## config.mk

```make
export PLATFORM = sky130hd
export DESIGN_NAME = dpg_modulator
export DESIGN_NICKNAME = d
export VERILOG_FILES = /design/src/dpg_pkg.sv /design/src/dpg_tick_if.sv /design/src/dpg_clock_gen.sv /design/src/dpg_modulator.sv
export VERILOG_INCLUDE_DIRS = /design/src
export SDC_FILE = /design/constraint.sdc
export NUM_CORES = 1
export LEC_CHECK = 0
export ABC_AREA = 1
export BUFFER_PORTS_ARGS = -buffer_cell sky130_fd_sc_hd__buf_2
export CAP_MARGIN = 20
export CORE_ASPECT_RATIO = 0.5
export CORE_MARGIN = 2
export CORE_UTILIZATION = 51
export CTS_BUF_LIST = sky130_fd_sc_hd__clkbuf_16
export DETAILED_ROUTE_END_ITERATION = 16
export PLACE_DENSITY = 0.73
export SLEW_MARGIN = 10
export SYNTH_ARGS = -nofsm -noshare
export SYNTH_HDL_FRONTEND = slang
export SYNTH_HIERARCHICAL = 1
export SYNTH_SLANG_ARGS = --single-unit
```

## constraint.sdc

```tcl
create_clock -name i_clk -period 2.15 [get_ports i_clk]
set_clock_uncertainty 0.05 [all_clocks]
set_input_delay 0 -clock i_clk [delete_from_list [all_inputs] [get_ports i_clk]]
set_output_delay 0 -clock i_clk [all_outputs]
set_load 0.05 [all_outputs]
```

## src/dpg_map.svh

```systemverilog
`ifndef DPG_MAP_SVH
`define DPG_MAP_SVH

// ****************************************
// Register addresses in the SFR space
// ****************************************
`define DPG_ADDR_CTRL 8'hae
`define DPG_ADDR_CH0_LOW 8'hb1
`define DPG_ADDR_CH0_HIGH 8'hb2
`define DPG_ADDR_CH1_LOW 8'hb3
`define DPG_ADDR_CH1_HIGH 8'hb4

// ****************************************
// Control register fields and reset
// ****************************************
`define DPG_CTRL_RESET 8'h00
`define DPG_MODE_MSB 6
`define DPG_MODE_LSB 4
`define DPG_PRE_MSB 3
`define DPG_PRE_LSB 2
`define DPG_SRC_MSB 1
`define DPG_SRC_LSB 0
`define DPG_CTRL_USED_MASK 8'h7f
`define DPG_DATA_RESET 8'h00

// ****************************************
// Counts
// ****************************************
`define DPG_XTAL_DIV 4'he
`define DPG_CNT_FULL 16'hffff

`endif

```

## src/dpg_pkg.sv

```systemverilog
package dpg_pkg;

   typedef enum logic [2:0] {
      DPG_MD_OFF,
      DPG_MD_SINGLE,
      DPG_MD_TWIN8,
      DPG_MD_TWIN16,
      DPG_MD_NRZ,
      DPG_MD_DUAL8,
      DPG_MD_RZ,
      DPG_MD_RSVD
   } dpg_mode_t;

   typedef enum logic [1:0] {
      DPG_PRE_1,
      DPG_PRE_4,
      DPG_PRE_16,
      DPG_PRE_64
   } dpg_pre_t;

   typedef enum logic [1:0] {
      DPG_SRC_XTAL15,
      DPG_SRC_XTAL,
      DPG_SRC_EXT,
      DPG_SRC_VCO
   } dpg_src_t;

endpackage : dpg_pkg

```

## src/dpg_tick_if.sv

```systemverilog
`timescale 1ns/1ps
`default_nettype none

interface dpg_tick_if;
   import dpg_pkg::*;
   dpg_src_t src_sel;
   dpg_pre_t pre_sel;
   logic restart;
   logic tick;
   modport gen (input src_sel, input pre_sel, input restart, output tick);
   modport use_side (output src_sel, output pre_sel, output restart, input tick);
endinterface : dpg_tick_if

`default_nettype wire

```

## src/dpg_clock_gen.sv

```systemverilog
`timescale 1ns/1ps
`default_nettype none
`include "dpg_map.svh"

module dpg_clock_gen
   import dpg_pkg::*;
(
   input wire logic i_clk,
   input wire logic i_resetn,
   input wire logic i_xtal_tick,
   input wire logic i_vco_tick,
   input wire logic i_external_mod_clock_in,
   dpg_tick_if.gen tk
);

   logic [3:0] xdiv_reg;
   logic ext_prev_reg;
   logic [5:0] pre_cnt_reg;
   logic src_tick;
   logic [5:0] pre_limit;

   // ****************************************
   // Source selection
   // ****************************************
   always_ff @(posedge i_clk or negedge i_resetn) begin
      if (!i_resetn) begin
         xdiv_reg <= 4'h0;
      end else if (i_xtal_tick) begin
         xdiv_reg <= (xdiv_reg == `DPG_XTAL_DIV) ? 4'h0 : xdiv_reg + 4'h1;
      end
   end

   always_ff @(posedge i_clk or negedge i_resetn) begin
      if (!i_resetn) begin
         ext_prev_reg <= 1'b0;
      end else begin
         ext_prev_reg <= i_external_mod_clock_in;
      end
   end

   always_comb begin
      unique case (tk.src_sel)
         DPG_SRC_XTAL15: src_tick = i_xtal_tick && (xdiv_reg == `DPG_XTAL_DIV);
         DPG_SRC_XTAL: src_tick = i_xtal_tick;
         DPG_SRC_EXT: src_tick = i_external_mod_clock_in && !ext_prev_reg;
         DPG_SRC_VCO: src_tick = i_vco_tick;
      endcase
   end

   // ****************************************
   // Prescaler
   // ****************************************
   always_comb begin
      unique case (tk.pre_sel)
         DPG_PRE_1: pre_limit = 6'h00;
         DPG_PRE_4: pre_limit = 6'h03;
         DPG_PRE_16: pre_limit = 6'h0f;
         DPG_PRE_64: pre_limit = 6'h3f;
      endcase
   end

   // A restart clears the prescaler so the first counter step after a control write is a full step, except behind the free-running crystal/15 divider.
   always_ff @(posedge i_clk or negedge i_resetn) begin
      if (!i_resetn) begin
         pre_cnt_reg <= 6'h00;
      end else if (tk.restart) begin
         pre_cnt_reg <= 6'h00;
      end else if (src_tick) begin
         pre_cnt_reg <= (pre_cnt_reg >= pre_limit) ? 6'h00 : pre_cnt_reg + 6'h01;
      end
   end

   assign tk.tick = src_tick && !tk.restart && (pre_cnt_reg >= pre_limit);
endmodule : dpg_clock_gen

`default_nettype wire

```

## src/dpg_modulator.sv

```systemverilog
`timescale 1ns/1ps
`default_nettype none
`include "dpg_map.svh"

// Overview of operation
// - Any control register write clears the counter and restarts the cycle.
// - In 16-bit modes the low byte goes to a hidden holding register first.
// - A high byte write commits both bytes; they govern the next cycle.
// - Control bits 6..4 select mode 0..6; code 7 and bit 7 reserved.
// - Control bits 3..2 divide the counter clock by 1, 4, 16 or 64.
// - Control bits 1..0 select crystal/15, crystal, external pin or VCO clock.
// - Mode zero releases both output pins to their port function.
// - Single mode: channel one's 16-bit value sets the counter period.
// - Single mode: channel zero's 16-bit value sets the duty cycle.
// - Twin 8-bit mode: channel one's low byte sets the common period.
// - Twin 8-bit mode: output zero goes low when counter equals channel zero low.
// - Twin 8-bit: output one rises at channel one high, falls at channel zero high.
// - Twin 16-bit mode: counter runs over the full fixed 16-bit range.
// - Twin 16-bit: output zero high below channel zero value, low until rollover.
// - Twin 16-bit: output one high below channel one value, low until rollover.
// - Twin 16-bit: outputs with a nonzero value go high together when the counter wraps.

module dpg_modulator
   import dpg_pkg::*;
(
   input wire logic i_clk,
   input wire logic i_resetn,
   input wire logic [7:0] i_sfr_addr,
   input wire logic [7:0] i_sfr_wdata,
   input wire logic i_sfr_wr,
   output logic [7:0] o_sfr_rdata,
   input wire logic i_xtal_tick,
   input wire logic i_vco_tick,
   input wire logic i_external_mod_clock_in,
   output logic o_mod_output_zero,
   output logic o_mod_output_one,
   output logic o_mod_drive_en
);

   logic [7:0] ctrl_reg;
   logic [7:0] hold0_reg;
   logic [7:0] hold1_reg;
   logic [15:0] pend0_reg;
   logic [15:0] pend1_reg;
   logic pend_valid_reg;
   logic [15:0] act0_reg;
   logic [15:0] act1_reg;
   logic [15:0] cnt_reg;
   logic out0_reg;
   logic out1_reg;
   logic drive_reg;
   logic out0_next;
   logic out1_next;
   logic ctrl_wr;
   logic wrap;
   logic is_16bit;
   dpg_mode_t mode;

   dpg_tick_if tk ();

   function automatic logic hit(input logic [7:0] addr);
      hit = i_sfr_wr && (i_sfr_addr == addr);
   endfunction : hit

   // ****************************************
   // Control register
   // ****************************************
   assign mode = dpg_mode_t'(ctrl_reg[`DPG_MODE_MSB:`DPG_MODE_LSB]);
   assign ctrl_wr = hit(`DPG_ADDR_CTRL);
   assign is_16bit = (mode == DPG_MD_SINGLE) || (mode == DPG_MD_TWIN16) ||
                     (mode == DPG_MD_NRZ) || (mode == DPG_MD_RZ);

   // Bit 7 is reserved and is never stored, so it reads as zero.
   always_ff @(posedge i_clk or negedge i_resetn) begin
      if (!i_resetn) begin
         ctrl_reg <= `DPG_CTRL_RESET;
      end else if (ctrl_wr) begin
         ctrl_reg <= i_sfr_wdata & `DPG_CTRL_USED_MASK;
      end
   end

   assign tk.src_sel = dpg_src_t'(ctrl_reg[`DPG_SRC_MSB:`DPG_SRC_LSB]);
   assign tk.pre_sel = dpg_pre_t'(ctrl_reg[`DPG_PRE_MSB:`DPG_PRE_LSB]);
   assign tk.restart = ctrl_wr;

   dpg_clock_gen u_clock_gen (
      .i_clk(i_clk),
      .i_resetn(i_resetn),
      .i_xtal_tick(i_xtal_tick),
      .i_vco_tick(i_vco_tick),
      .i_external_mod_clock_in(i_external_mod_clock_in),
      .tk(tk.gen)
   );

   // ****************************************
   // Data registers with double buffering
   // ****************************************
   always_ff @(posedge i_clk or negedge i_resetn) begin
      if (!i_resetn) begin
         hold0_reg <= `DPG_DATA_RESET;
         hold1_reg <= `DPG_DATA_RESET;
      end else begin
         if (hit(`DPG_ADDR_CH0_LOW)) begin
            hold0_reg <= i_sfr_wdata;
         end
         if (hit(`DPG_ADDR_CH1_LOW)) begin
            hold1_reg <= i_sfr_wdata;
         end
      end
   end

   // A new write in the same cycle as the commit wins: it stays pending for the next cycle.
   always_ff @(posedge i_clk or negedge i_resetn) begin
      if (!i_resetn) begin
         pend0_reg <= {`DPG_DATA_RESET, `DPG_DATA_RESET};
         pend1_reg <= {`DPG_DATA_RESET, `DPG_DATA_RESET};
         pend_valid_reg <= 1'b0;
      end else begin
         if (hit(`DPG_ADDR_CH0_HIGH)) begin
            pend0_reg <= {i_sfr_wdata, hold0_reg};
         end else if (hit(`DPG_ADDR_CH0_LOW) && !is_16bit) begin
            pend0_reg <= {pend0_reg[15:8], i_sfr_wdata};
         end
         if (hit(`DPG_ADDR_CH1_HIGH)) begin
            pend1_reg <= {i_sfr_wdata, hold1_reg};
         end else if (hit(`DPG_ADDR_CH1_LOW) && !is_16bit) begin
            pend1_reg <= {pend1_reg[15:8], i_sfr_wdata};
         end
         if (hit(`DPG_ADDR_CH0_HIGH) || hit(`DPG_ADDR_CH1_HIGH) ||
             (!is_16bit && (hit(`DPG_ADDR_CH0_LOW) || hit(`DPG_ADDR_CH1_LOW)))) begin
            pend_valid_reg <= 1'b1;
         end else if (wrap || ctrl_wr) begin
            pend_valid_reg <= 1'b0;
         end
      end
   end

   // Pending values take effect only at a cycle boundary, so a running pulse is never cut short.
   always_ff @(posedge i_clk or negedge i_resetn) begin
      if (!i_resetn) begin
         act0_reg <= {`DPG_DATA_RESET, `DPG_DATA_RESET};
         act1_reg <= {`DPG_DATA_RESET, `DPG_DATA_RESET};
      end else if ((wrap || ctrl_wr) && pend_valid_reg) begin
         act0_reg <= pend0_reg;
         act1_reg <= pend1_reg;
      end
   end

   // Data registers read back the active values, so software sees what the outputs use, not what is pending.
   always_comb begin
      unique case (i_sfr_addr)
         `DPG_ADDR_CTRL: o_sfr_rdata = ctrl_reg;
         `DPG_ADDR_CH0_LOW: o_sfr_rdata = act0_reg[7:0];
         `DPG_ADDR_CH0_HIGH: o_sfr_rdata = act0_reg[15:8];
         `DPG_ADDR_CH1_LOW: o_sfr_rdata = act1_reg[7:0];
         `DPG_ADDR_CH1_HIGH: o_sfr_rdata = act1_reg[15:8];
         default: o_sfr_rdata = 8'h00;
      endcase
   end

   // ****************************************
   // Modulator counter
   // ****************************************
   // A period at or below the current count wraps at the next step, so shortening it never runs the full range.
   always_comb begin
      wrap = 1'b0;
      if (tk.tick) begin
         unique case (mode)
            DPG_MD_SINGLE: wrap = (cnt_reg >= act1_reg);
            DPG_MD_TWIN8: wrap = (cnt_reg[7:0] >= act1_reg[7:0]);
            DPG_MD_TWIN16: wrap = (cnt_reg == `DPG_CNT_FULL);
            default: wrap = 1'b0;
         endcase
      end
   end

   always_ff @(posedge i_clk or negedge i_resetn) begin
      if (!i_resetn) begin
         cnt_reg <= 16'h0000;
      end else if (ctrl_wr) begin
         cnt_reg <= 16'h0000;
      end else if (wrap) begin
         cnt_reg <= 16'h0000;
      end else if (tk.tick && (mode == DPG_MD_SINGLE || mode == DPG_MD_TWIN8 || mode == DPG_MD_TWIN16)) begin
         cnt_reg <= cnt_reg + 16'h0001;
      end
   end

   // ****************************************
   // Output shaping
   // ****************************************
   always_comb begin
      out0_next = 1'b0;
      out1_next = 1'b0;
      unique case (mode)
         DPG_MD_SINGLE: begin
            out0_next = (cnt_reg < act0_reg);
         end
         DPG_MD_TWIN8: begin
            out0_next = (cnt_reg[7:0] < act0_reg[7:0]);
            if (cnt_reg[7:0] == act1_reg[15:8]) begin
               out1_next = 1'b1;
            end else if (cnt_reg[7:0] == act0_reg[15:8]) begin
               out1_next = 1'b0;
            end else begin
               out1_next = out1_reg;
            end
         end
         DPG_MD_TWIN16: begin
            out0_next = (cnt_reg < act0_reg);
            out1_next = (cnt_reg < act1_reg);
         end
         default: begin
            out0_next = 1'b0;
            out1_next = 1'b0;
         end
      endcase
   end

   always_ff @(posedge i_clk or negedge i_resetn) begin
      if (!i_resetn) begin
         out0_reg <= 1'b0;
         out1_reg <= 1'b0;
         drive_reg <= 1'b0;
      end else begin
         out0_reg <= out0_next;
         out1_reg <= out1_next;
         // The sigma-delta and dual 8-bit modes are not built here and release the pins too.
         drive_reg <= (mode == DPG_MD_SINGLE) || (mode == DPG_MD_TWIN8) || (mode == DPG_MD_TWIN16);
      end
   end

   assign o_mod_output_zero = out0_reg;
   assign o_mod_output_one = out1_reg;
   assign o_mod_drive_en = drive_reg;
endmodule : dpg_modulator

`default_nettype wire

```

== Word level (Yosys, flattened, before mapping) ==
Cells that the tools add are included.
Operators by class
  add/subtract/negate cells: 3
  multiplexer cells: 22
  order comparisons: 6
  equal/unequal tests: 21
  reduce and logical (&&, ||, !) cells: 34
Operators by type and width (count)
  2-to-1 mux 16 bit: 5
  equality test 8 bit (second input constant): 5
  case mux 8 bit (5 select lines): 1
  < comparator 16 bit: 2
  case mux 6 bit (4 select lines): 1
  2-to-1 mux 6 bit: 3
  adder 16 x 1 -> 16 bit (second input constant): 1
  equality test 16 bit (second input constant): 1
  equality test 8 bit: 2
  greater-or-equal comparator 16 bit: 1
  2-to-1 mux 8 bit: 2
  logical AND 1 bit: 14
  logical OR 1 bit: 9
  equality test 2 bit (second input constant): 4
  greater-or-equal comparator 8 bit: 1
  < comparator 8 bit: 1
  nonzero test 2 bit: 4
  adder 6 x 1 -> 6 bit (second input constant): 1
  equality test 3 x 2 -> 1 bit (second input constant): 2
  equality test 3 bit (second input constant): 2
  greater-or-equal comparator 6 bit: 1
  2-to-1 mux 1 bit: 5
  adder 4 x 1 -> 4 bit (second input constant): 1
  equality test 2 x 1 -> 1 bit (second input constant): 2
  11 further kinds: 15
Storage, ports and cells
  output and inout bits: 11
  bits of input ports: 22
  word-level logic and storage cells: 103
  register bits: 118

== Longest topological paths before layout ==
Gate-level depths: netlist of the first run.
  depth in word-level cells: 9
  gate-level depth with buffers: 17
  mapped depth without buffers: 15

== Hierarchy ==
The synthesis of the first run kept the hierarchy.
Modules (own cells, without submodules)
  dpg_modulator: seq. area each 2677.6 um^2, instances 1, cells an instance 788, area each 6155.9 um^2
  dpg_clock_gen: seq. area each 275.3 um^2, instances 1, cells an instance 115, area each 870.8 um^2

== Least setup slack after synthesis of the first run ==
Ideal clock, no wire load.
  path type: register to register
  start point: reg ctrl_reg[3]
  end point: reg cnt_reg[8]
  clock period less this slack: 2033 ps
  arrival: 1860 ps
  path buffers: 2
  required time: 1977 ps
  slack: 117 ps
  setup time: 123 ps
  cell stages (with the launch flop): 16
  cell sequence: dfrtp_1 -> nor2_1 -> inv_1 -> ha_1 -> inv_1 -> nand2_1 -> nand2_1 -> nand2_1 -> nand2_1 -> a21oi_2 -> nand2_1 -> nand2_4 -> buf_6 -> buf_4 -> a41oi_1 -> nor2_1
Between the ends
  longest elaborated chain between the ends: 7
  elaborated cells on any way between the ends: 12
  those cells by class: order compare (1); eq/ne (3); mux (4); reduce/logical (4)
Ends and longest elaborated chain
  start: declaration: RTL line dpg_modulator.sv:40  | logic [7:0] ctrl_reg;
  start signal: assignment: RTL line dpg_modulator.sv:76  | ctrl_reg <= `DPG_CTRL_RESET;
  start signal: assignment: RTL line dpg_modulator.sv:78  | ctrl_reg <= i_sfr_wdata & `DPG_CTRL_USED_MASK;
  equality test 2 bit, or another cell as far along: RTL line dpg_clock_gen.sv:54  | unique case (tk.pre_sel)
  case mux 6 bit (4 select lines) *: RTL line dpg_clock_gen.sv:54
  greater-or-equal comparator 6 bit *: RTL line dpg_clock_gen.sv:73  | assign tk.tick = src_tick && !tk.restart && (pre_cnt_reg >= pre_limit);
  logical AND 1 bit *: RTL line dpg_clock_gen.sv:73
  via tk.tick: RTL line dpg_tick_if.sv:9  | logic tick;
  2-to-1 mux 1 bit: RTL line dpg_modulator.sv:167  | if (tk.tick) begin
  2-to-1 mux 16 bit: RTL line dpg_modulator.sv:182  | end else if (wrap) begin
  2-to-1 mux 16 bit: RTL line dpg_modulator.sv:180  | end else if (ctrl_wr) begin
  end signal: assignment: RTL line dpg_modulator.sv:185  | cnt_reg <= cnt_reg + 16'h0001;
  end: declaration: RTL line dpg_modulator.sv:48  | logic [15:0] cnt_reg;
Mark *: on every way through the listed nets, which the timed path passes. The rest lies on a longest branch.
A chain may end at the register's enable or synchronous reset.

== Worst setup path after layout of the first run ==
  start point: reg act1_reg[9]
  end point: reg act1_reg[11]
Between the ends
  longest elaborated chain between the ends: 5
Ends and longest elaborated chain
  start: declaration: RTL line dpg_modulator.sv:47  | logic [15:0] act1_reg;
  start signal: assignment: RTL line dpg_modulator.sv:142  | act1_reg <= {`DPG_DATA_RESET, `DPG_DATA_RESET};
  start signal: assignment: RTL line dpg_modulator.sv:145  | act1_reg <= pend1_reg;
  greater-or-equal comparator 16 bit: RTL line dpg_modulator.sv:169  | DPG_MD_SINGLE: wrap = (cnt_reg >= act1_reg);
  case mux 1 bit (3 select lines): RTL line dpg_modulator.sv:168  | unique case (mode)
  2-to-1 mux 1 bit: RTL line dpg_modulator.sv:167
  logical OR 1 bit: RTL line dpg_modulator.sv:143  | end else if ((wrap || ctrl_wr) && pend_valid_reg) begin
  logical AND 1 bit: RTL line dpg_modulator.sv:143
Every way passes these cells.

==> impl_metrics.yaml, run 1 <==
outcome:
  status: "complete, but fails checks"
  failed_checks: "negative setup slack"
pwr:
  peakVddDrop_mv: 0.443
  switchingPower_mw: 1.66
  p_clk_share_pct: 46.1
  p_leak_nw: 4.41
  p_int_mw: 4.20
  seq_power_share_pct: 42.0
  powerDensity_nw_per_um2: 679
  p_comb_share_pct: 11.9
  switching_share_pct: 28.4
worst_hold_path:
  hp-class: "in -> async"
sta:
  hold_violations: 0
  maxSlewHeadroom_pct: 65.8
  slew_viol_final: 0
  worst_pin_slew_ns: 0.513
  rsz0062_at_grt: "true"
  finalCritPeriodShare_pct: 105
  setup_violations: 46
  max_freq_ghz: 0.445
  hold_ws_ns: 0.0562
  layout_setup_ws_ns: -0.0975
  period_needed_ns: 2.25
critical_path:
  cpMostUsedCell: "inv_1"
  worstSetupStartpointType: "flip-flop"
  cp-end-kind: "flip-flop"
  worst-path-max-fanout: 9
  r2r_slack_ns: -0.1
  cp_slowest_stage_delay_ns: 0.49
  worstSetupPathType: "reg -> reg"
  timing.rr.end: "act1_reg[11]"
  arrival_ns: 2.51
  path_cells: "inv_1 > ha_1 > inv_1 > nor2_1 > nand3_1 > o22ai_1 > nand2_1 > nand2_8 > nand3_4 > clkbuf_16 > nand2_4 > nand2_2"
  crit_path_end: "act1_reg[11]"
  timing.critical_path.from: "act1_reg[9]"
  cp_slowest_cell: "dfrtp_1"
  r2r_start: "act1_reg[9]"
  crit_required_ns: 2.41
  r2r_cells: 12
synth:
  yosysWarnings: 6
  ys_types: 41
  ys_async_sr_fraction_pct: 100
  synth_nets: 964
  synth.avg_cell_area_um2: 7.78
  yosysSeqAreaShare_pct: 42.0
  synth_common_cells: "279 x nand2_1, 118 x dfrtp_1, 101 x inv_1, 69 x o21ai_0, 50 x nand4_1"
  ys.flop_type: "dfrtp_1"
  yosysTopAreaCellShare_pct: 42.0
  synth.most_common_cell: "nand2_1"
  syn_inst: 903
  synth-edff-count: 0
  synth-seq-cells: 118
  netlist_area_um2: 7030
  synth.largest_area_cell: "dfrtp_1"
  synth_area_leaders: "dfrtp_1 42%, nand2_1 15%, ha_1 6.9%"
final_layout:
  drive_above_1_share_pct: 20.2
  multi_input_area_um2: 3620
  ff_latch_area_um2: 2950
  final_area_um2: 8640
  final_nets: 1054
  n_fill_cell: 1119
  antenna_cells: 0
  areaGrowthSynthToFinish_pct: 23.0
detailed_routing:
  antenna_left: 0
  first_pass_iters: 5
  wl_mm: 19.7
  drc: 0
  initialDrtViolationCount: 686
  routed_via_density: 5.49
  via_count: 6495
  post_drt_wl_per_cell_um: 16.7
global_routing:
  grt_max_degree: 57
  grt_use_total_pct: 27.8
  grt_pass1_wl_mm: 31.2
  grt_overflow_total: 0
  antenna_found_initial: 0
  grt_pass1_vias: 5978
floorplan:
  die_x_um: 170
  die_area_um2: 14800
  io-pin-count: 33
  rows: 30
  die_height_um: 87
  initial_core_util_pct: 52.0
  core_um2: 13500
placed_design:
  io_buffers: 32
  dpl_cell_area_um2: 7660
  dp.final_hpwl_mm: 14.0
  place_congestion: 0.918
cts:
  clk_pin_slew_ns: 0.06
  cts_buffers: 17
  cts.sinks: 118
  clockBufferDepth: 2
  clk_latency_ns: 0.42
  cts-htree-levels: 4
  clock-root-buffer: "clkbuf_16"
  cts_tree: "built"
job:
  maxCapViolations: 0
-- critical path: cells and delay by family, from the launching register on --
kind | cells | cell delay [ns]
buffers and inverters | 3 | 0.36
AND/OR/NAND/NOR | 7 | 0.77
adder cells (fa/ha/maj) | 1 | 0.30
AO/OA/AOI/OAI | 1 | 0.15
flip-flops | 1 | 0.49
-- cell type report --
type                            instances  share of cell area, %
Timing Repair Buffer                  104                   10.0
Clock buffer                           17                   4.92
Inverter                              114                   4.95
Sequential cell                       118                   34.2
Tap cell                              176                   2.55
Multi-Input combinational cell        638                   41.9
Clock inverter                         15                   1.51
-- stage by stage --
stage	worst slack [ns]	TNS [ns]	cells	total power [mW]	utilization, %
after floorplan	0.117	0	903	2.88	-
after global placement	-0.0207	-0.0821	1127	3.12	56.7
after detailed placement	-0.178	-4.22	1127	3.14	56.7
after CTS	-0.0474	-0.0995	1176	5.85	62.1
after global routing	-0.245	-10.04	1182	6.07	64.0
final	-0.0975	-2.96	1182	5.86	64.0
-- routing by layer --
| layer | share of wire (%) | vias to the layer above | global-route usage (%) |
|---|---|---|---|
| li1 | - | 3139 | - |
| met1 | 46 | 3057 | 39.7 |
| met2 | 45 | 267 | 42.6 |
| met3 | 7.8 | 32 | 5.68 |
| met4 | 1.9 | 0 | 9.17 |
| met5 | 0 | - | 0 |
-- cell usage in the layout (no fill, tap or decap), types with 20 or more instances in the layout --
cell | netlist | routed
nand2_2 | 6 | 25
buf_4 | 4 | 51
nor2_1 | 36 | 34
inv_1 | 101 | 101
nand3_1 | 35 | 35
clkbuf_16 | 0 | 20
dfrtp_1 | 118 | 118
buf_2 | 16 | 31
o21ai_0 | 69 | 68
nand4_1 | 50 | 50
nand2_1 | 279 | 249
ha_1 | 39 | 39
a21oi_1 | 32 | 30
-- logic make-up (layout without fill, tap and decap cells) --
kind of cell | Yosys count | after routing | synth area share [%]
buffers and inverters | 148 | 250 | 8.96
AOI/OAI and AO/OA | 139 | 139 | 10.9
and+or+nand+nor | 441 | 442 | 28.9
adders and majority gates | 39 | 39 | 6.94
xor gates and xnor gates | 18 | 18 | 2.24
DFF | 118 | 118 | 42.0
-- what timing repair did --
action,CTS,global route
hold buffers,11,0
resized for setup,7,45
setup buffers,5,3
pin swaps,4,2
cloned,1,3
endpoints found under the hold margin,140,0
endpoints found under the setup margin,49,49
-- worst min-delay path by stage --
stage | start | to | slack (ns) | depth (start not counted)
6_report | i_resetn | u_clock_gen/pre_cnt_reg[2] | 0.06 | 2
5_1_grt | i_resetn | u_clock_gen/pre_cnt_reg[2] | 0.1 | 2
4_1_cts | i_resetn | u_clock_gen/ext_prev_reg | 0.05 | 2
3_5_place_dp | i_resetn | u_clock_gen/pre_cnt_reg[2] | -0.05 | 1
3_3_place_gp | i_resetn | u_clock_gen/pre_cnt_reg[2] | -0.05 | 1
2_1_floorplan | i_resetn | act0_reg[0] | -0.35 | 0
-- power groups by stage --
stage / Sequential [mW] / Combinational, mW / Clock, mW
floorplan: 2.47 / 0.412 / 0
global placement: 2.49 / 0.628 / 0
detailed placement: 2.50 / 0.645 / 0
CTS: 2.46 / 0.681 / 2.71
global route: 2.48 / 0.782 / 2.81
finish: 2.46 / 0.699 / 2.70
Power figures use the tool's default switching activity.
==> run 2, diff against run 1 <==
--- a/config.mk
+++ b/config.mk
@@ -14,7 +14,8 @@
 export CORE_UTILIZATION = 51
 export CTS_BUF_LIST = sky130_fd_sc_hd__clkbuf_16
 export DETAILED_ROUTE_END_ITERATION = 16
-export PLACE_DENSITY = 0.73
+export PLACE_DENSITY = 0.81
+export SKIP_CTS_REPAIR_TIMING = 1
 export SLEW_MARGIN = 10
 export SYNTH_ARGS = -nofsm -noshare
 export SYNTH_HDL_FRONTEND = slang
==> run 2 against run 1 <==
  * The flow still finishes with violations (negative setup slack)
  * Critical endpoint is now cnt_reg[11]
  * Cell count up 0.42%
  * Utilization up 1.2 points
  * Critical path type unchanged
  * Non-clock buffer count up 5
==> impl_metrics.yaml, run 2 (same netlist as run 1, synthesis figures left out) <==
global_routing:
  grt_max_degree: 44
  grt_overflow_total: 0
  grt_pass1_wl_mm: 32.9
  grt_pass1_vias: 6545
  antenna_found_initial: 0
  grt_use_total_pct: 29.1
cts:
  clock-root-buffer: "clkbuf_16"
  cts-htree-levels: 4
  clk_latency_ns: 0.42
  cts.sinks: 118
  cts_buffers: 17
  clockBufferDepth: 2
  clk_pin_slew_ns: 0.06
  cts_tree: "built"
critical_path:
  r2r_start: "ctrl_reg[3]"
  path_cells: "nor2_2 > inv_1 > ha_1 > inv_1 > nand2_1 > nand2_1 > nand2_1 > nand2_2 > a21oi_4 > nand2_4 > buf_12 > nand2_8 > buf_6 > nand2_2 > xor2_1 > a21oi_1"
  worstSetupStartpointType: "flip-flop"
  cp-end-kind: "flip-flop"
  r2r_cells: 16
  cp_slowest_cell: "dfrtp_2"
  worstSetupPathType: "reg -> reg"
  path_buf_inv: 4
  crit_required_ns: 2.44
  arrival_ns: 2.56
  cp_slowest_stage_delay_ns: 0.44
  timing.rr.end: "cnt_reg[11]"
  crit_family: "simple AND/OR/NAND/NOR gates"
  cpMostUsedCell: "nand2_1"
  worst-path-max-fanout: 7
  r2r_slack_ns: -0.12
sta:
  max_freq_ghz: 0.441
  rsz0062_at_grt: "true"
  setup_violations: 48
  layout_setup_ws_ns: -0.116
  maxSlewHeadroom_pct: 59.6
  slew_viol_final: 0
  period_needed_ns: 2.27
  worst_pin_slew_ns: 0.606
  hold_violations: 0
  finalCritPeriodShare_pct: 105
placed_design:
  dp.final_hpwl_mm: 14.2
  dpl.cell_count: 1133
  io_buffers: 32
  place_congestion: 0.979
pwr:
  p_leak_nw: 4.52
  finalPower_mw: 6.37
  powerDensity_nw_per_um2: 724
  peakVddDrop_mv: 0.527
final_layout:
  mostFrequentLayoutCells: "250 x nand2_1, 117 x dfrtp_1, 95 x inv_1"
  final_util_pct: 65.1
  antenna_cells: 0
  instances_no_fill: 1187
  drive_above_1_share_pct: 22.5
  final_common_cell: "nand2_1"
  final_nets: 1059
  areaGrowthSynthToFinish_pct: 25.2
detailed_routing:
  drc: 0
  routed_via_density: 5.82
  post_drt_wl_per_cell_um: 17.8
  wl_mm: 21.1
  initialDrtViolationCount: 701
  antenna_left: 0
  via_count: 6908
  first_pass_iters: 6
floorplan:
  initial_core_util_pct: 52.0
  io-pin-count: 33
  core_um2: 13500
  die_area_um2: 14800
  die_height_um: 87
  die_x_um: 170
  rows: 30
outcome:
  status: "complete, but fails checks"
  failed_checks: "negative setup slack"
job:
  maxCapViolations: 0
worst_hold_path:
  hp-class: "in -> async"
run 2: per-layer routing:
metal,track usage [%],wire length [µm],up-vias
met2,47.1,9740,350
met3,6.77,1750,71
met1,37.5,8750,3329
met5,0,0,-
li1,-,-,3158
met4,14.2,848,0
run 2: report_power, final:
part | internal, mW | switching [mW] | total [mW]
clock network | 2.06 | 1.10 | 3.17
logic | 0.272 | 0.463 | 0.735
registers | 2.35 | 0.120 | 2.47
total | 4.68 | 1.69 | 6.37
run 2: final cells by class:
type	count	area (µm²)
multi-input cells	638	3650
fillers	1016	4710
clock buffers	17	425
clock inverters	15	224
flip-flops and latches	118	2950
repair buffers	109	891
well taps	176	220
inverters	114	432
run 2: through the flow:
step                hold WS, ns  worst slack [ns]  setup TNS, ns  instance area, µm²
global route             0.0916            -0.179          -5.56                8800
CTS                      -0.470            -0.103          -1.83                8370
finish                   0.0564            -0.116          -3.11                8800
detailed placement      -0.0236           -0.0608         -0.347                7720
floorplan                -0.346             0.117              0                7030
global placement        -0.0332            0.0334              0                7720
run 2: worst max-delay path by stage:
stage                      startpoint     endpoint  slack, ns  cells after the start
after floorplan           ctrl_reg[3]   cnt_reg[8]       0.12                     15
after global placement    ctrl_reg[3]  cnt_reg[15]       0.03                     16
after detailed placement  ctrl_reg[3]  cnt_reg[13]      -0.06                     16
after CTS                 ctrl_reg[3]  cnt_reg[13]      -0.10                     16
after global routing      ctrl_reg[3]  cnt_reg[12]      -0.18                     15
final                     ctrl_reg[3]  cnt_reg[11]      -0.12                     16
